[config.mk]
export PLATFORM = sky130hd
export DESIGN_NAME = ecwm_loader
export DESIGN_NICKNAME = d
export VERILOG_FILES = /design/src/shared/ecwm_pkg.sv /design/src/core/ecwm_word_fetch.sv /design/src/core/ecwm_loader.sv
export SDC_FILE = /design/constraint.sdc
export NUM_CORES = 1
export LEC_CHECK = 0
export BUFFER_PORTS_ARGS = -buffer_cell sky130_fd_sc_hd__buf_4
export CAP_MARGIN = 20
export CORE_ASPECT_RATIO = 0.7
export CORE_MARGIN = 5
export CORE_UTILIZATION = 50
export CTS_CLUSTER_DIAMETER = 150
export DETAILED_ROUTE_END_ITERATION = 8
export PLACE_DENSITY = 0.74
export SYNTH_ARGS = -nofsm -noshare
export SYNTH_HDL_FRONTEND = slang
export SYNTH_SLANG_ARGS = --single-unit
[constraint.sdc]
create_clock -name clk -period 12.4 [get_ports clk]
set_input_delay 1.86 -clock clk [delete_from_list [all_inputs] [get_ports clk]]
set_output_delay 1.86 -clock clk [all_outputs]
set_load 0.005 [all_outputs]
[src/shared/ecwm_pkg.sv]
/*
 * Shared constants, types and decode functions of the EEPROM configuration loader.
 * Assumes a single core clock; EEPROM words arrive as 16-bit values by even byte address.
 */
package ecwm_pkg;

   localparam int unsigned NPORTS = 4;
   localparam int unsigned EE_AW = 8;
   localparam int unsigned WORD_W = 16;

   ////////////////////////////////////////////////////////////////////////////////
   // EEPROM word addresses (byte addressed, even)
   localparam logic [7:0] EE_ADDR_SIG = 8'h00;
   localparam logic [7:0] EE_ADDR_VID = 8'h02;
   localparam logic [7:0] EE_ADDR_DID = 8'h04;
   localparam logic [7:0] EE_ADDR_MODE = 8'h06;
   localparam logic [7:0] EE_ADDR_CAP = 8'h0c;

   // Source bit positions in word 06h
   localparam int unsigned W06_EXTVC = 0;
   localparam int unsigned W06_L0S_LO = 1;
   localparam int unsigned W06_L1_LO = 4;
   localparam int unsigned W06_NOORD_EGR = 8;
   localparam int unsigned W06_NOORD_TAG = 9;
   localparam int unsigned W06_SAF = 10;
   localparam int unsigned W06_CT_LO = 11;
   localparam int unsigned W06_ARB = 13;
   localparam int unsigned W06_CREDIT = 14;
   localparam int unsigned W06_INTA = 15;
   // Source bit positions in word 0Ch
   localparam int unsigned W0C_MPS_LO = 0;
   localparam int unsigned W0C_ASPM_LO = 2;

   // Destination bit positions inside the switch configuration registers
   localparam int unsigned EXTVC_BIT = 0;
   localparam int unsigned LCAP_ASPM_LO = 10;
   localparam int unsigned LCAP_L0S_LO = 12;
   localparam int unsigned LCAP_L1_LO = 15;
   localparam int unsigned SWM_SAF = 0;
   localparam int unsigned SWM_CT_LO = 1;
   localparam int unsigned SWM_ARB = 3;
   localparam int unsigned SWM_CREDIT = 4;
   localparam int unsigned SWM_NOORD_EGR = 5;
   localparam int unsigned SWM_NOORD_TAG = 6;
   localparam int unsigned INTPIN_BIT = 8;
   localparam int unsigned DCAP_MPS_LO = 0;

   // Hardware default contents of the packed words
   localparam logic [15:0] DEF_WORD_MODE = 16'h0806;
   localparam logic [15:0] DEF_WORD_CAP = 16'h4211;

   ////////////////////////////////////////////////////////////////////////////////
   // APB register byte offsets
   localparam logic [7:0] REG_CTRL = 8'h00;
   localparam logic [7:0] REG_STATUS = 8'h04;
   localparam logic [7:0] REG_IDS = 8'h08;
   localparam logic [7:0] REG_SWMODE = 8'h0c;
   localparam logic [7:0] REG_LINKCAP = 8'h10;
   localparam logic [7:0] REG_DEVCAP = 8'h14;
   localparam logic [7:0] REG_EXTVC = 8'h18;
   localparam logic [7:0] REG_INTPIN = 8'h1c;
   localparam int unsigned CTRL_RELOAD = 0;
   localparam int unsigned STAT_BUSY = 0;
   localparam int unsigned STAT_DONE = 1;
   localparam int unsigned STAT_SIG_OK = 2;
   localparam int unsigned STAT_ERR = 3;

   ////////////////////////////////////////////////////////////////////////////////
   typedef enum logic [5:0] {
      ST_IDLE = 6'h01,
      ST_SIG = 6'h02,
      ST_VID = 6'h04,
      ST_DID = 6'h08,
      ST_MODE = 6'h10,
      ST_CAP = 6'h20
   } ecwm_state_t;

   typedef struct packed {
      logic ext_vc;
      logic [2:0] l0s_lat;
      logic [2:0] l1_lat;
      logic no_ord_egress;
      logic no_ord_tag;
      logic store_fwd;
      logic [1:0] ct_thresh;
      logic arb_mode;
      logic credit_mode;
      logic inta_req;
   } ecwm_mode_t;

   typedef struct packed {
      logic [1:0] aspm;
      logic [1:0] max_payload;
   } ecwm_cap_t;

   typedef struct packed {
      logic [15:0] vendor_id;
      logic [15:0] device_id;
      ecwm_mode_t mode;
      ecwm_cap_t cap;
   } ecwm_cfg_t;

   typedef struct packed {
      logic psel;
      logic penable;
      logic pwrite;
      logic [7:0] paddr;
      logic [31:0] pwdata;
   } ecwm_apb_req_t;

   typedef struct packed {
      logic pready;
      logic pslverr;
      logic [31:0] prdata;
   } ecwm_apb_rsp_t;

   function automatic ecwm_mode_t ecwm_decode_mode(input logic [15:0] w);
      ecwm_mode_t m;
      m.ext_vc = w[W06_EXTVC];
      m.l0s_lat = w[W06_L0S_LO +: 3];
      m.l1_lat = w[W06_L1_LO +: 3];
      m.no_ord_egress = w[W06_NOORD_EGR];
      m.no_ord_tag = w[W06_NOORD_TAG];
      m.store_fwd = w[W06_SAF];
      m.ct_thresh = w[W06_CT_LO +: 2];
      m.arb_mode = w[W06_ARB];
      m.credit_mode = w[W06_CREDIT];
      m.inta_req = w[W06_INTA];
      return m;
   endfunction : ecwm_decode_mode

   function automatic ecwm_cap_t ecwm_decode_cap(input logic [15:0] w);
      ecwm_cap_t c;
      c.max_payload = w[W0C_MPS_LO +: 2];
      c.aspm = w[W0C_ASPM_LO +: 2];
      return c;
   endfunction : ecwm_decode_cap

endpackage : ecwm_pkg

[src/core/ecwm_word_fetch.sv]
/*
 * One EEPROM word read: request/valid handshake with a timeout.
 * Assumes the EEPROM side answers with ee_valid and data while ee_req is high.
 */
`timescale 1ns/1ps
module ecwm_word_fetch #(
   parameter int unsigned TIMEOUT_CYC = 1024
) (
   // Clock and reset
   input wire logic clk,
   input wire logic rst,
   // Loader side
   input wire logic go,
   input wire logic [7:0] go_addr,
   output logic done,
   output logic err,
   output logic [15:0] data,
   // EEPROM side
   output logic ee_req,
   output logic [7:0] ee_addr,
   input wire logic ee_valid,
   input wire logic [15:0] ee_rdata
);

   typedef struct packed {
      logic req;
      logic [7:0] addr;
      logic [15:0] data;
      logic done;
      logic err;
      logic [$clog2(TIMEOUT_CYC+1)-1:0] cnt;
   } ecwm_fetch_st_t;

   ecwm_fetch_st_t s_q, s_d;

   always_comb
   begin
      s_d = s_q;
      s_d.done = 1'b0;
      s_d.err = 1'b0;
      if (go && !s_q.req)
      begin
         s_d.req = 1'b1;
         s_d.addr = go_addr;
         s_d.cnt = '0;
      end
      else if (s_q.req)
      begin
         if (ee_valid)
         begin
            s_d.req = 1'b0;
            s_d.data = ee_rdata;
            s_d.done = 1'b1;
         end
         // A dead EEPROM must not hang the switch in defaults forever
         else if (s_q.cnt == ($clog2(TIMEOUT_CYC+1))'(TIMEOUT_CYC - 1))
         begin
            s_d.req = 1'b0;
            s_d.err = 1'b1;
         end
         else
         begin
            s_d.cnt = s_q.cnt + 1'b1;
         end
      end
   end

   always_ff @(posedge clk or posedge rst)
   begin
      if (rst)
      begin
         s_q <= '0;
      end
      else
      begin
         s_q <= s_d;
      end
   end

   assign done = s_q.done;
   assign err = s_q.err;
   assign data = s_q.data;
   assign ee_req = s_q.req;
   assign ee_addr = s_q.addr;

endmodule : ecwm_word_fetch

[src/core/ecwm_loader.sv]
/*
 * EEPROM configuration loader of a four-port switch, with an APB register view.
 * Assumes one core clock, APB master synchronous to it, EEPROM reached through ecwm_word_fetch.
 */
// Operation
// - Word 06h bit 0 becomes the extended channel count bit 0 of register 144h on every port.
// - Word 06h bits 3..1 become link capability bits 14..12 (L0s exit latency) on all ports.
// - Word 06h bits 6..4 become link capability bits 17..15 (L1 exit latency) on all ports.
// - Word 06h bit 8 becomes switch-mode bit 5, dropping ordering between different egress ports.
// - Word 06h bit 9 becomes switch-mode bit 6, dropping ordering between completions of different tags.
// - Word 06h bit 10 becomes switch-mode bit 0, selecting store-and-forward.
// - Word 06h bits 12..11 become switch-mode bits 2..1, the cut-through threshold.
// - Word 06h bit 13 becomes switch-mode bit 3, the port arbitration scheme.
// - Word 06h bit 14 becomes switch-mode bit 4, the credit update mode.
// - Word 06h bit 15 becomes interrupt pin bit 8 of ports 1 to 3, requesting INTA.
// - Word 0Ch bits 1..0 become device capability bits 1..0, the largest payload, on all ports.
// - Word 0Ch bits 3..2 become link capability bits 11..10, the ASPM support level, on all ports.
`timescale 1ns/1ps
module ecwm_loader #(
   parameter int unsigned NPORTS = ecwm_pkg::NPORTS,
   parameter int unsigned TIMEOUT_CYC = 1024,
   // Arbitrary neutral values
   parameter logic [15:0] SIGNATURE = 16'h5aa5,
   parameter logic [15:0] DEF_VENDOR_ID = 16'h0001,
   parameter logic [15:0] DEF_DEVICE_ID = 16'h0002
) (
   // Clock and reset
   input wire logic clk,
   input wire logic rst,
   // APB slave
   input wire ecwm_pkg::ecwm_apb_req_t apb_req,
   output ecwm_pkg::ecwm_apb_rsp_t apb_rsp,
   // EEPROM word port
   output logic ee_req,
   output logic [7:0] ee_addr,
   input wire logic ee_valid,
   input wire logic [15:0] ee_rdata,
   // Loaded configuration
   output ecwm_pkg::ecwm_cfg_t cfg,
   output logic [NPORTS-1:0] intpin_inta,
   output logic load_busy,
   output logic load_done,
   output logic sig_ok
);

   typedef struct packed {
      ecwm_pkg::ecwm_state_t st;
      logic go;
      logic [7:0] go_addr;
      logic start_pend;
      logic sig_ok;
      logic done;
      logic err;
      logic busy;
      ecwm_pkg::ecwm_cfg_t cfg;
      logic [NPORTS-1:0] intpin;
      ecwm_pkg::ecwm_apb_rsp_t apb;
   } ecwm_main_st_t;

   ecwm_main_st_t s_q, s_d;
   logic f_done;
   logic f_err;
   logic [15:0] f_data;

   ////////////////////////////////////////////////////////////////////////////////
   // Defaults and register decode

   function automatic ecwm_pkg::ecwm_cfg_t def_cfg();
      ecwm_pkg::ecwm_cfg_t c;
      c.vendor_id = DEF_VENDOR_ID;
      c.device_id = DEF_DEVICE_ID;
      c.mode = ecwm_pkg::ecwm_decode_mode(ecwm_pkg::DEF_WORD_MODE);
      c.cap = ecwm_pkg::ecwm_decode_cap(ecwm_pkg::DEF_WORD_CAP);
      return c;
   endfunction : def_cfg

   function automatic logic [NPORTS-1:0] def_intpin();
      logic [NPORTS-1:0] p;
      p = {NPORTS{ecwm_pkg::ecwm_decode_mode(ecwm_pkg::DEF_WORD_MODE).inta_req}};
      p[0] = 1'b0;
      return p;
   endfunction : def_intpin

   function automatic logic addr_mapped(input logic [7:0] a);
      return (a == ecwm_pkg::REG_CTRL) || (a == ecwm_pkg::REG_STATUS) || (a == ecwm_pkg::REG_IDS)
         || (a == ecwm_pkg::REG_SWMODE) || (a == ecwm_pkg::REG_LINKCAP) || (a == ecwm_pkg::REG_DEVCAP)
         || (a == ecwm_pkg::REG_EXTVC) || (a == ecwm_pkg::REG_INTPIN);
   endfunction : addr_mapped

   ////////////////////////////////////////////////////////////////////////////////
   // EEPROM word reader

   ecwm_word_fetch #(
      .TIMEOUT_CYC(TIMEOUT_CYC)
   ) u_fetch (
      .clk(clk),
      .rst(rst),
      .go(s_q.go),
      .go_addr(s_q.go_addr),
      .done(f_done),
      .err(f_err),
      .data(f_data),
      .ee_req(ee_req),
      .ee_addr(ee_addr),
      .ee_valid(ee_valid),
      .ee_rdata(ee_rdata)
   );

   ////////////////////////////////////////////////////////////////////////////////
   // Next state

   always_comb
   begin
      logic [31:0] rd;
      logic busy;
      rd = '0;
      busy = (s_q.st != ecwm_pkg::ST_IDLE);
      s_d = s_q;
      s_d.go = 1'b0;

      // Load sequence
      case (s_q.st)
         ecwm_pkg::ST_IDLE:
         begin
            if (s_q.start_pend)
            begin
               s_d.start_pend = 1'b0;
               // Reload starts from defaults so a bad signature leaves nothing stale
               s_d.cfg = def_cfg();
               s_d.intpin = def_intpin();
               s_d.sig_ok = 1'b0;
               s_d.done = 1'b0;
               s_d.err = 1'b0;
               s_d.go = 1'b1;
               s_d.go_addr = ecwm_pkg::EE_ADDR_SIG;
               s_d.st = ecwm_pkg::ST_SIG;
            end
         end
         ecwm_pkg::ST_SIG:
         begin
            if (f_done)
            begin
               if (f_data == SIGNATURE)
               begin
                  s_d.sig_ok = 1'b1;
                  s_d.go = 1'b1;
                  s_d.go_addr = ecwm_pkg::EE_ADDR_VID;
                  s_d.st = ecwm_pkg::ST_VID;
               end
               else
               begin
                  s_d.done = 1'b1;
                  s_d.st = ecwm_pkg::ST_IDLE;
               end
            end
         end
         ecwm_pkg::ST_VID:
         begin
            if (f_done)
            begin
               s_d.cfg.vendor_id = f_data;
               s_d.go = 1'b1;
               s_d.go_addr = ecwm_pkg::EE_ADDR_DID;
               s_d.st = ecwm_pkg::ST_DID;
            end
         end
         ecwm_pkg::ST_DID:
         begin
            if (f_done)
            begin
               s_d.cfg.device_id = f_data;
               s_d.go = 1'b1;
               s_d.go_addr = ecwm_pkg::EE_ADDR_MODE;
               s_d.st = ecwm_pkg::ST_MODE;
            end
         end
         ecwm_pkg::ST_MODE:
         begin
            if (f_done)
            begin
               // One decode feeds every port image
               s_d.cfg.mode = ecwm_pkg::ecwm_decode_mode(f_data);
               s_d.intpin = {NPORTS{f_data[ecwm_pkg::W06_INTA]}};
               s_d.intpin[0] = 1'b0;
               s_d.go = 1'b1;
               s_d.go_addr = ecwm_pkg::EE_ADDR_CAP;
               s_d.st = ecwm_pkg::ST_CAP;
            end
         end
         ecwm_pkg::ST_CAP:
         begin
            if (f_done)
            begin
               s_d.cfg.cap = ecwm_pkg::ecwm_decode_cap(f_data);
               s_d.done = 1'b1;
               s_d.st = ecwm_pkg::ST_IDLE;
            end
         end
         default:
         begin
            s_d.st = ecwm_pkg::ST_IDLE;
         end
      endcase

      // Timeout aborts; words already taken stay, status shows the error
      if (f_err && busy)
      begin
         s_d.err = 1'b1;
         s_d.done = 1'b1;
         s_d.st = ecwm_pkg::ST_IDLE;
      end

      // Register images
      case (apb_req.paddr)
         ecwm_pkg::REG_STATUS:
         begin
            rd[ecwm_pkg::STAT_BUSY] = busy;
            rd[ecwm_pkg::STAT_DONE] = s_q.done;
            rd[ecwm_pkg::STAT_SIG_OK] = s_q.sig_ok;
            rd[ecwm_pkg::STAT_ERR] = s_q.err;
         end
         ecwm_pkg::REG_IDS:
         begin
            rd = {s_q.cfg.device_id, s_q.cfg.vendor_id};
         end
         ecwm_pkg::REG_SWMODE:
         begin
            rd[ecwm_pkg::SWM_SAF] = s_q.cfg.mode.store_fwd;
            rd[ecwm_pkg::SWM_CT_LO +: 2] = s_q.cfg.mode.ct_thresh;
            rd[ecwm_pkg::SWM_ARB] = s_q.cfg.mode.arb_mode;
            rd[ecwm_pkg::SWM_CREDIT] = s_q.cfg.mode.credit_mode;
            rd[ecwm_pkg::SWM_NOORD_EGR] = s_q.cfg.mode.no_ord_egress;
            rd[ecwm_pkg::SWM_NOORD_TAG] = s_q.cfg.mode.no_ord_tag;
         end
         ecwm_pkg::REG_LINKCAP:
         begin
            rd[ecwm_pkg::LCAP_ASPM_LO +: 2] = s_q.cfg.cap.aspm;
            rd[ecwm_pkg::LCAP_L0S_LO +: 3] = s_q.cfg.mode.l0s_lat;
            rd[ecwm_pkg::LCAP_L1_LO +: 3] = s_q.cfg.mode.l1_lat;
         end
         ecwm_pkg::REG_DEVCAP:
         begin
            rd[ecwm_pkg::DCAP_MPS_LO +: 2] = s_q.cfg.cap.max_payload;
         end
         ecwm_pkg::REG_EXTVC:
         begin
            rd[ecwm_pkg::EXTVC_BIT] = s_q.cfg.mode.ext_vc;
         end
         ecwm_pkg::REG_INTPIN:
         begin
            rd[ecwm_pkg::INTPIN_BIT +: NPORTS] = s_q.intpin;
         end
         default:
         begin
            rd = '0;
         end
      endcase

      // APB: answer prepared in setup, completes at the first access edge
      if (apb_req.psel && !apb_req.penable && !s_q.apb.pready)
      begin
         s_d.apb.pready = 1'b1;
         s_d.apb.pslverr = !addr_mapped(apb_req.paddr);
         s_d.apb.prdata = apb_req.pwrite ? 32'h0000_0000 : rd;
      end
      else if (apb_req.psel && apb_req.penable && s_q.apb.pready)
      begin
         s_d.apb.pready = 1'b0;
         s_d.apb.pslverr = 1'b0;
         s_d.apb.prdata = '0;
         // Reload request while idle; set wins over the idle-state consume
         if (apb_req.pwrite && (apb_req.paddr == ecwm_pkg::REG_CTRL)
            && apb_req.pwdata[ecwm_pkg::CTRL_RELOAD] && !busy)
         begin
            s_d.start_pend = 1'b1;
         end
      end
      else
      begin
         s_d.apb.pready = 1'b0;
         s_d.apb.pslverr = 1'b0;
         s_d.apb.prdata = '0;
      end

      // Busy is kept as its own flop so the port needs no decode
      s_d.busy = (s_d.st != ecwm_pkg::ST_IDLE);
   end

   ////////////////////////////////////////////////////////////////////////////////
   // State register

   always_ff @(posedge clk or posedge rst)
   begin
      if (rst)
      begin
         s_q.st <= ecwm_pkg::ST_IDLE;
         s_q.go <= 1'b0;
         s_q.go_addr <= ecwm_pkg::EE_ADDR_SIG;
         // Load runs once by itself after reset
         s_q.start_pend <= 1'b1;
         s_q.sig_ok <= 1'b0;
         s_q.done <= 1'b0;
         s_q.err <= 1'b0;
         s_q.busy <= 1'b0;
         s_q.cfg <= def_cfg();
         s_q.intpin <= def_intpin();
         s_q.apb <= '0;
      end
      else
      begin
         s_q <= s_d;
      end
   end

   ////////////////////////////////////////////////////////////////////////////////
   // Outputs

   assign apb_rsp = s_q.apb;
   assign cfg = s_q.cfg;
   assign intpin_inta = s_q.intpin;
   assign load_busy = s_q.busy;
   assign load_done = s_q.done;
   assign sig_ok = s_q.sig_ok;

endmodule : ecwm_loader

==> Yosys cells after proc, flatten, opt, wreduce, memory -nomap -nowiden <==
Index checks and enable logic that the tools add are counted.
{ "word_totals": {"in_bits": 62, "romBits": 0, "n_memories": 0, "reg_bits": 147, "latchBits": 0, "ramBits": 0} }
{ "classes": {"div_mod_pow": 0, "multipliers": 0, "addsub": 1, "muxes": 55, "n_eq_ne": 30, "order_cmp": 0, "bitwise_logic": 1, "shift": 0, "n_reduce_logical": 42} }
{ "ops": {"columns": ["cell", "n"], "rows": [
  ["15-bit 2-to-1 mux", 5],
  ["16-bit case mux with 2 select lines", 2],
  ["55-bit 2-to-1 mux", 1],
  ["9-bit case mux with 5 select lines", 1],
  ["6-bit case mux with 6 select lines", 1],
  ["34-bit 2-to-1 mux", 1],
  ["8-bit by 5-bit equality test with 1-bit output, second input constant", 4],
  ["32-bit 2-to-1 mux", 1],
  ["15-bit case mux with 2 select lines", 1],
  ["11-bit 2-to-1 mux", 2],
  ["19-bit 2-to-1 mux", 1],
  ["3-bit AND reduction", 6],
  ["16-bit by 15-bit equality test with 1-bit output, second input constant", 1],
  ["8-bit by 4-bit equality test with 1-bit output, second input constant", 2],
  ["16-bit 2-to-1 mux", 1],
  ["4-bit case mux with 2 select lines", 2],
  ["2-bit nonzero test", 8],
  ["1-bit 2-to-1 mux", 15],
  ["14-bit 2-to-1 mux", 1],
  ["2-bit by 1-bit inequality test with 1-bit output, second input constant", 7],
  ["13-bit 2-to-1 mux", 1],
  ["12-bit 2-to-1 mux", 1],
  ["6-bit 2-to-1 mux", 2],
  ["6-bit by 1-bit inequality test with 1-bit output, second input constant", 2],
  ["35 further kinds", 60]
]} }

==> Depth between registers and ports, before layout <==
Gate-level depths: netlist of the first run.
{ "depth": {"depth_word": 10, "mapped_depth": 8} }

==> Hierarchy <==
A second synthesis of the first run with hierarchy kept.
{ "unflattened": {"hier_cells": 682, "area_unflattened_um2": 6984.2} }
{ "by_module_without_submodules": {"columns": ["module", "n_inst", "seq_area_each_um2", "cells_per_inst", "area_each_um2"], "rows": [
  ["ecwm_loader", 1, 2512.4, 523, 5198.7],
  ["ecwm_word_fetch", 1, 950.9, 159, 1785.5]
]} }

==> Worst setup path after synthesis of the first run <==
OpenSTA, ideal clock, no wires.
{ "synth_path": {"path_type": "input port to flip-flop", "start": "input apb_req[41] in the netlist's numbering", "end": "register s_q (netlist bit apb_rsp[11])", "path_stages": 6, "setup_slack_ns": 9.005, "t_required_ns": 12.318, "arrival_time_ns": 3.313, "path_cell_list": "or4b_1 clkbuf_1 or3_1 clkbuf_1 or2_1 a31oi_1"} }
{ "synth_rtl": {"columns": ["item", "line_no", "source"], "rows": [
  ["start: declaration", "ecwm_loader.sv:31", "input wire ecwm_pkg::ecwm_apb_req_t apb_req,"],
  ["end: declaration", "ecwm_loader.sv:60", "ecwm_main_st_t s_q, s_d;"]
]} }

==> results of run 1 <==
-- synthesized netlist by cell type, drive strengths merged (5+ instances only) --
library cell / number
dfrtp: 125
buf: 112
inv: 53
o21ai: 52
o211ai: 46
nand2: 28
clkbuf: 27
nor4: 22
mux2: 21
nor2: 15
a21oi: 14
nor3: 13
a22oi: 8
dfstp: 8
nand2b: 8
nand3: 8
mux2i: 7
nor2b: 7
or3: 6
and3: 5
-- worst max-delay path: stages --
cell	delay, ns
buf_4	0.12
or4b_1	0.68
or3_1	0.72
or2_1	0.38
a31oi_1	0.18
-- metrics by stage --
stage          hold slack [ns]  power [mW]  area, µm²
2_1_floorplan            0.439       0.485       6650
3_3_place_gp             0.471       0.504       6930
3_5_place_dp             0.469       0.506       6930
4_1_cts                  0.499        1.02       7540
5_1_grt                  0.510        1.05       7560
6_report                 0.500        1.02       7560
-- kinds of logic (layout without fill, tap and decap cells) --
kind of cell / count (synthesis) / in the layout / synth area share
compound gates: 150 / 150 / 0.148
xor+xnor: 4 / 4 / 0.00529
fa+ha+maj: 2 / 2 / 0.00359
buf+inv: 192 / 217 / 0.169
flops: 133 / 133 / 0.504
mux: 28 / 28 / 0.0463
other cells: 1 / 6 / 0.000566
simple gates: 142 / 142 / 0.124
-- sequential cells by signal, indices dropped and copies added, names as in the netlist --
| signal | flops |
|---|---|
| u_fetch.done | 1 |
| u_fetch.data | 16 |
| s_q | 12 |
| apb_rsp | 34 |
| load_done | 1 |
| u_fetch.s_q | 11 |
| cfg | 51 |
| load_busy | 1 |
| u_fetch.err | 1 |
| u_fetch.ee_req | 1 |
| u_fetch.ee_addr | 3 |
| sig_ok | 1 |
-- report_power, final --
part	internal, mW	switching, mW	total (mW)
clock	0.338	0.181	0.519
combinational	0.0187	0.0226	0.0413
sequential	0.443	0.0158	0.458
-- metal layers --
metal,track usage,up-vias
met5,0,-
li1,-,2222
met2,0.316,222
met1,0.298,2384
met4,0.0605,0
met3,0.0848,20
-- how the worst max path moves through the flow --
stage	slack, ns	start	end	depth (start not counted)
floorplan	7.00	rst	apb_rsp[0]$_DFF_PP0_	1
global placement	8.40	apb_req[41]	apb_rsp[10]$_DFF_PP0_	5
detailed placement	8.35	apb_req[41]	apb_rsp[10]$_DFF_PP0_	5
CTS	8.79	apb_req[41]	apb_rsp[10]$_DFF_PP0_	5
global route	8.67	apb_req[41]	apb_rsp[10]$_DFF_PP0_	5
finish	8.78	apb_req[41]	apb_rsp[10]$_DFF_PP0_	5
-- cell type report --
cell class | instances | area (µm²) | area share
clock inverters | 11 | 158 | 0.0208
flip-flops and latches | 133 | 3340 | 0.441
inverters | 53 | 201 | 0.0266
clock buffers | 20 | 447 | 0.0590
well taps | 166 | 208 | 0.0275
multi-input cells | 332 | 2190 | 0.290
repair buffers | 133 | 1020 | 0.135
==> flow_summary.ini, run 1 <==
[floorplan]
die_height_um = 106
die-area_mm2 = 0.0157
die_w_um = 148
num_rows = 35
initial_core_util = 0.508
coreArea_mm2 = 0.0131
num_io_pins = 163

[worst_hold_path]
hold_path.class = register to register
hold_end = u_fetch.ee_addr[3]$_DFFE_PP0P_
min_from = s_q[97]$_DFFE_PP0P_
whs_path_depth = 2

[cts]
cts_tree = done
cts_root_buf = clkbuf_16
cts_made_buffers = 17
path_clk_slew_ns = 0.06
cts_setup_buffers = 0
clk_latency_ns = 0.41
htreeDepth = 4
ctsResizeCount = 0
hold_buffers = 0
max-clock-path-buffers = 2
cts_sinks = 133

[detailed_routing]
detail_route.vias_per_cell = 5.72
dr_wl_met2_um = 7110
first_iter_violations = 373
route.met3.wl_um = 1670
highest_layer = met4
drtAntennaViolNets = 0
routedWlPerCell_um = 19.1
met1_length_um = 7150
routed_wl_um = 16200
drc = 0
first_pass_iters = 5
num_vias = 4848

[synthesis]
netlist_top_cells_area = dfrtp_1, buf_4, o211ai_1
async_flop_share = 1.00
syn_inst = 652
synth-seq-cells = 133
syn_area_mm2 = 0.00663
synth_edf_count = 0
ys.flop_type = dfrtp_1
yosysSeqAreaShare = 0.504
synth_cell_types = 60
synth_top_cell_by_area = dfrtp_1
avgSynthCellArea_um2 = 10.2
synth_warnings = 0
yosysTopAreaCellShare = 0.472

[global_routing]
grt_max_degree = 86
first_global_vias = 4943
overflow = 0
grt_pass1_wl_um = 26500
grtUsageTotal = 0.216
antenna_found_initial = 0

[critical_path]
r2r-start = s_q[103]$_DFF_PP1_
r2r_cells = 5
required_ns = 12.72
r2r_setup_slack_ns = 9.51
cp_max_fo = 24
r2r_end = cfg[16]$_DFFE_PP1P_
critPathKind = input port to register
worstPathArrival_ns = 3.94
crit_path_start_kind = input port
end_kind = register

[cells_and_area]
final_common_cell = buf_4
final_cell_mix = buf_4, dfrtp_1, inv_1, o21ai_0, o211ai_1
num-fill-cells = 1101
area_delta_synth_final_pct = 14.2
nNetsFinal = 733
drive_gt1_frac = 0.298
finish.utilization = 0.580
antennaDiodeCount = 0
fin_cells = 848

[sta]
maxSlewHeadroom = 0.359
final_hold_viol_count = 0
fin_setup_tns_ns = 0
fin_skew_ns = 0.00615
period_share = 0.292
finalSetupViolCount = 0
layout_min_cycle_time_ns = 3.62
fmax_mhz = 276
setup_slack_ns = 8.78
rsz0062_at_grt = false
slew_viol_final = 0
worst_pin_slew_ns = 0.962

[pwr]
leakagePower_nw = 3.43
power_density_mw_per_mm2 = 135
vdd_ir_drop_max_uv = 125

[place]
place_ws_ns = 8.35
portBuffers = 125
gp_congestion = 0.859
dp_hpwl_um = 11300
placedCellCount = 816

[flow_run]
cap_violations = 0

[run_status]
outcome = finished clean
(Power assumes the default switching activity.)
==> run 2: changes to the inputs <==
Settings changed: ABC_AREA set to 1, CORE_UTILIZATION 50 to 49, PLACE_DENSITY 0.74 to 0.75.
Clock period 12.4 ns to 3.3 ns, I/O delays scaled along.
==> run 2 against run 1 <==
Effect of this change: flip-flop and latch count unchanged; setup slack worse by 7.8 ns; critical path depth up 3; critical endpoint is now cfg[25]$_DFFE_PP0P_; non-clock buffer count unchanged; highest routed layer unchanged; total power rose to 3.9 times the previous value; sequential power rose to 3.9 times the previous value; largest power group unchanged; synthesized cell count up 23%; via count up 8.1%; global-route usage up 0.59 points; hold slack worse by 0.40 ns; clock skew up 0.0021 ns.
==> flow_summary.ini, run 2 <==
[synthesis]
syn_inst = 803
ys.flop_type = dfrtp_1
netlist_top_cells_area = dfrtp_1, nand2_1, buf_4
yosysSeqAreaShare = 0.505
synth_edf_count = 0
avgSynthCellArea_um2 = 8.23
synth_cell_types = 35
synthTopCellsByCount = nand2_1, dfrtp_1, buf_4, nand3_1, inv_1
synth_most_common_cell = nand2_1
synth_warnings = 0
syn_area_mm2 = 0.00661
yosysTopAreaCellShare = 0.473
synth_top_cell_by_area = dfrtp_1
async_flop_share = 1.00
synth-seq-cells = 133

[detailed_routing]
detail_route.vias_per_cell = 5.05
first_iter_violations = 452
routedWlPerCell_um = 16.5
first_pass_iters = 5
num_vias = 5239
routed_wl_um = 17100
drtAntennaViolNets = 0
drc = 0

[critical_path]
crit_slowest_cell = nand2_1
r2r-start = s_q[105]$_DFF_PP0_
crit_chain = nor2_2 -> nand2_2 -> nor3_4 -> nand2_2 -> buf_4 -> nand2_1 -> nand3_1 -> o21ai_0
crit_end = cfg[25]$_DFFE_PP0P_
cp.depth = 8
path_buf_inv = 1
worstPathArrival_ns = 2.62
r2r_setup_slack_ns = 0.99
end_kind = register
critPathMaxStageDelay_ns = 0.67
required_ns = 3.61
r2r_cells = 8
cp_common_cell = nand2_2
crit_path_start_kind = register
cp-startpoint = s_q[105]$_DFF_PP0_
critPathKind = register to register
cp_max_fo = 31
r2r_end = cfg[25]$_DFFE_PP0P_
cp_top_family = simple AND/OR/NAND/NOR gates

[place]
dp_hpwl_um = 12100
placedCellCount = 1005
portBuffers = 125
gp_congestion = 0.959

[cts]
cts_tree = done
cts_made_buffers = 17
ctsResizeCount = 0
path_clk_slew_ns = 0.06
cts_root_buf = clkbuf_16
cts_sinks = 133
clk_latency_ns = 0.42
max-clock-path-buffers = 2
hold_buffers = 0
cts_setup_buffers = 0
htreeDepth = 4

[cells_and_area]
fin_cells = 1038
final_common_cell = nand2_1
antennaDiodeCount = 0
regMostFlops = cfg
finish.utilization = 0.579
num-fill-cells = 1187
final_cell_mix = nand2_1, buf_4, dfrtp_1
drive_gt1_frac = 0.223
largest_reg_flops = 51
nNetsFinal = 903
area_delta_synth_final_pct = 15.3

[global_routing]
antenna_found_initial = 0
first_global_vias = 4954
grt_max_degree = 50
overflow = 0
grt_pass1_wl_um = 27200
grtUsageTotal = 0.222

[sta]
worst_hold_slack_ns = 0.100
layout_min_cycle_time_ns = 2.31
finalSetupViolCount = 0
fin_setup_tns_ns = 0
maxSlewHeadroom = 0.424
rsz0062_at_grt = false
fmax_mhz = 434
slew_viol_final = 0
final_hold_viol_count = 0
period_share = 0.699
worst_pin_slew_ns = 0.861
fin_skew_ns = 0.00825

[floorplan]
die-area_mm2 = 0.0160
die_w_um = 149
coreArea_mm2 = 0.0132
num_rows = 35
die_height_um = 107
initial_core_util = 0.502
num_io_pins = 163

[pwr]
leakagePower_nw = 3.97
vdd_ir_drop_max_uv = 316
total_power_mw = 4.00
power_density_mw_per_mm2 = 524

[worst_hold_path]
hold_path.class = input port to asynchronous set/reset pin

[run_status]
outcome = finished clean

[flow_run]
cap_violations = 0
run 2: cell count changes after synthesis, sizes merged, moves of 7 or more:
cell,previous run,this run
a22oi,8,0
clkbuf,27,5
inv,53,73
mux2,21,0
mux2i,7,0
nand2,28,226
nand2b,8,0
nand3,8,82
nand4,3,11
nor2,15,64
nor2b,7,0
nor4,22,0
o211ai,46,0
run 2: cell families (layout without fill, tap and decap cells):
logic type | Yosys count | in the layout | synth area share
buffers and inverters | 194 | 239 | 0.175
adders and majority gates | 1 | 1 | 0.00189
other | 1 | 6 | 0.000567
AOI/OAI and AO/OA | 69 | 69 | 0.0539
DFF | 133 | 133 | 0.505
and+or+nand+nor | 405 | 405 | 0.264
run 2: metrics by stage:
stage / setup slack, ns / cell area, µm²
floorplan: 1.16 / 6640
global placement: 1.08 / 6990
detailed placement: 1.02 / 6990
CTS: 1.00 / 7610
global route: 0.727 / 7630
finish: 0.995 / 7630
run 2: how the worst min path moves through the flow:
stage | from | endpoint | slack [ns] | cells after the start
floorplan | u_fetch.ee_addr[1]$_DFFE_PP0P_ | u_fetch.ee_addr[1]$_DFFE_PP0P_ | 0.44 | 2
global placement | s_q[97]$_DFFE_PP0P_ | u_fetch.ee_addr[3]$_DFFE_PP0P_ | 0.47 | 2
detailed placement | s_q[97]$_DFFE_PP0P_ | u_fetch.ee_addr[3]$_DFFE_PP0P_ | 0.47 | 2
CTS | ee_rdata[0] | u_fetch.data[0]$_DFFE_PP0P_ | 0.26 | 3
global route | rst | apb_rsp[22]$_DFF_PP0_ | 0.12 | 2
finish | rst | apb_rsp[22]$_DFF_PP0_ | 0.10 | 2
run 2: layer usage:
metal,wire length (µm),track usage,vias up,share of wire
li1,-,-,2524,-
met1,7860,0.324,2441,0.46
met2,7130,0.313,247,0.42
met3,1880,0.0718,27,0.11
met4,240,0.0666,0,0.014
met5,0,0,-,0
run 2: area by class of cell:
cell class              instances  area, µm²  share of cell area
flip-flops and latches        133       3340               0.438
well taps                     185        231              0.0304
multi-input cells             481       2140               0.280
repair buffers                133       1020               0.134
inverters                      74        282              0.0369
clock buffers                  18        439              0.0576
clock inverters                14        175              0.0230
run 2: where the power goes:
part | switching (mW) | internal, mW
Clock | 0.745 | 1.21
Combinational | 0.158 | 0.0907
Sequential | 0.105 | 1.69
==> run 3: changes to the inputs <==
Settings changed: CORE_UTILIZATION 49 to 50, PLACE_DENSITY 0.75 to 0.74.
Clock period 3.3 ns to 2.3 ns, I/O delays scaled along.
==> run 3 against run 2 <==
Effect of this change: flip-flop and latch count did not move; wire length rose by 1.4%; critical path depth did not move; combinational power rose by 48%; sequential share of layout area fell by 0.19 points; clock power rose by 37%; critical endpoint is now cfg[34]$_DFFE_PP0P_.
==> flow_summary.ini, run 3 (same netlist as run 2, synthesis figures left out) <==
[global_routing]
overflow = 0
grt_max_degree = 33
first_global_vias = 4957
grtUsageTotal = 0.225
grt_pass1_wl_um = 27100
antenna_found_initial = 0

[pwr]
intPower_mw = 4.20
pwr-share-seq = 0.458
power_density_mw_per_mm2 = 734
swShare = 0.252
vdd_ir_drop_max_uv = 477
p_comb_frac = 0.065
total_power_mw = 5.62
p_switching_mw = 1.42
leakagePower_nw = 4.00
clkPwrFrac = 0.476

[floorplan]
num_rows = 35
die_height_um = 106
coreArea_mm2 = 0.0131
initial_core_util = 0.507
die_w_um = 147
num_io_pins = 163
die-area_mm2 = 0.0157

[cts]
cts_root_buf = clkbuf_16
htreeDepth = 4
hold_buffers = 0
cts_tree = done
path_clk_slew_ns = 0.06
cts_setup_buffers = 0
cts_made_buffers = 17
ctsResizeCount = 0
clk_latency_ns = 0.42
max-clock-path-buffers = 2
cts_sinks = 133

[critical_path]
path_buf_inv = 1
end_kind = register
critPathMaxStageDelay_ns = 0.41
cp_top_family = simple AND/OR/NAND/NOR gates
critPathKind = register to register
cp_max_fo = 29
crit_chain = nor2_2 -> nand2_2 -> nor3_4 -> nand2_2 -> nand2_1 -> buf_4 -> nand3_1 -> o21ai_0
worstPathArrival_ns = 2.26
crit_slowest_cell = dfrtp_1
cp_common_cell = nand2_2
required_ns = 2.61
crit_path_start_kind = register

[detailed_routing]
drc = 0
detail_route.vias_per_cell = 5.11
routedWlPerCell_um = 16.9
drtAntennaViolNets = 0
routed_wl_um = 17300
num_vias = 5249
first_pass_iters = 5
first_iter_violations = 431

[sta]
fin_skew_ns = 0.00806
finalSetupViolCount = 0
maxSlewHeadroom = 0.531
slew_viol_final = 0
final_hold_viol_count = 0
layout_min_cycle_time_ns = 1.95
rsz0062_at_grt = false
worst_pin_slew_ns = 0.702
period_share = 0.849
fmax_mhz = 512
fin_setup_tns_ns = 0

[place]
dp_hpwl_um = 12400
gp_congestion = 0.925
portBuffers = 125

[worst_hold_path]
hold_path.class = input port to asynchronous set/reset pin

[cells_and_area]
final_cell_mix = nand2_1, buf_4, dfrtp_1
area_delta_synth_final_pct = 15.8
largest_reg_flops = 51
num-fill-cells = 1142
regMostFlops = cfg
drive_gt1_frac = 0.229
nNetsFinal = 911
final_common_cell = nand2_1
antennaDiodeCount = 0

[flow_run]
cap_violations = 0

[run_status]
outcome = finished clean
## run 3: changes by cell type in the layout (fill, tap and decap cells not counted), sizes merged
cell	change
buf	+8
inv	-3
clkbuf	+2
clkinvlp	+2
bufinv	-1
## run 3: power groups by stage
stage	Clock (mW)	Sequential, mW	Combinational [mW]
after global placement	0	2.61	0.359
after CTS	2.71	2.57	0.369
final	2.68	2.58	0.368
after global routing	2.80	2.58	0.419
after detailed placement	0	2.61	0.367
after floorplan	0	2.52	0.268
## run 3: worst paths after layout
kind	start	end	slack (ns)	cells after the start
worst max-delay path	s_q[105]$_DFF_PP0_	cfg[34]$_DFFE_PP0P_	0.35	8
worst min register to register	s_q[97]$_DFFE_PP0P_	u_fetch.ee_addr[3]$_DFFE_PP0P_	0.49	2
min in group clk	ee_rdata[13]	u_fetch.data[13]$_DFFE_PP0P_	0.13	3
worst max register to register	s_q[105]$_DFF_PP0_	cfg[34]$_DFFE_PP0P_	0.35	8
worst min-delay path	rst	apb_rsp[31]$_DFF_PP0_	0.04	2
max in group asynchronous	rst	cfg[35]$_DFFE_PP1P_	1.59	3
## run 3: area by class of cell
class / count / area (µm²) / area share
multi-input cells: 481 / 2140 / 0.279
clock inverters: 12 / 130 / 0.0170
flip-flops and latches: 133 / 3340 / 0.436
well taps: 166 / 208 / 0.0271
clock buffers: 20 / 457 / 0.0596
inverters: 74 / 282 / 0.0368
repair buffers: 141 / 1110 / 0.145
## run 3: routing by layer
metal	vias up	global-route usage	share of wire
li1	2538	-	-
met1	2458	0.337	0.48
met2	242	0.319	0.42
met3	11	0.0703	0.095
met4	0	0.0499	0.0076
met5	-	0	0
## run 3: per-stage QoR
stage | setup slack, ns | util | instances | instance area, µm² | hold slack, ns
2_1_floorplan | 0.310 | - | 808 | 6640 | 0.443
5_1_grt | 0.183 | 0.587 | 1027 | 7660 | 0.0759
6_report | 0.348 | 0.587 | 1027 | 7660 | 0.0388
4_1_cts | 0.368 | 0.587 | 1027 | 7660 | 0.0537
3_5_place_dp | 0.421 | 0.542 | 995 | 7070 | 0.475
3_3_place_gp | 0.464 | 0.542 | 995 | 7070 | 0.468
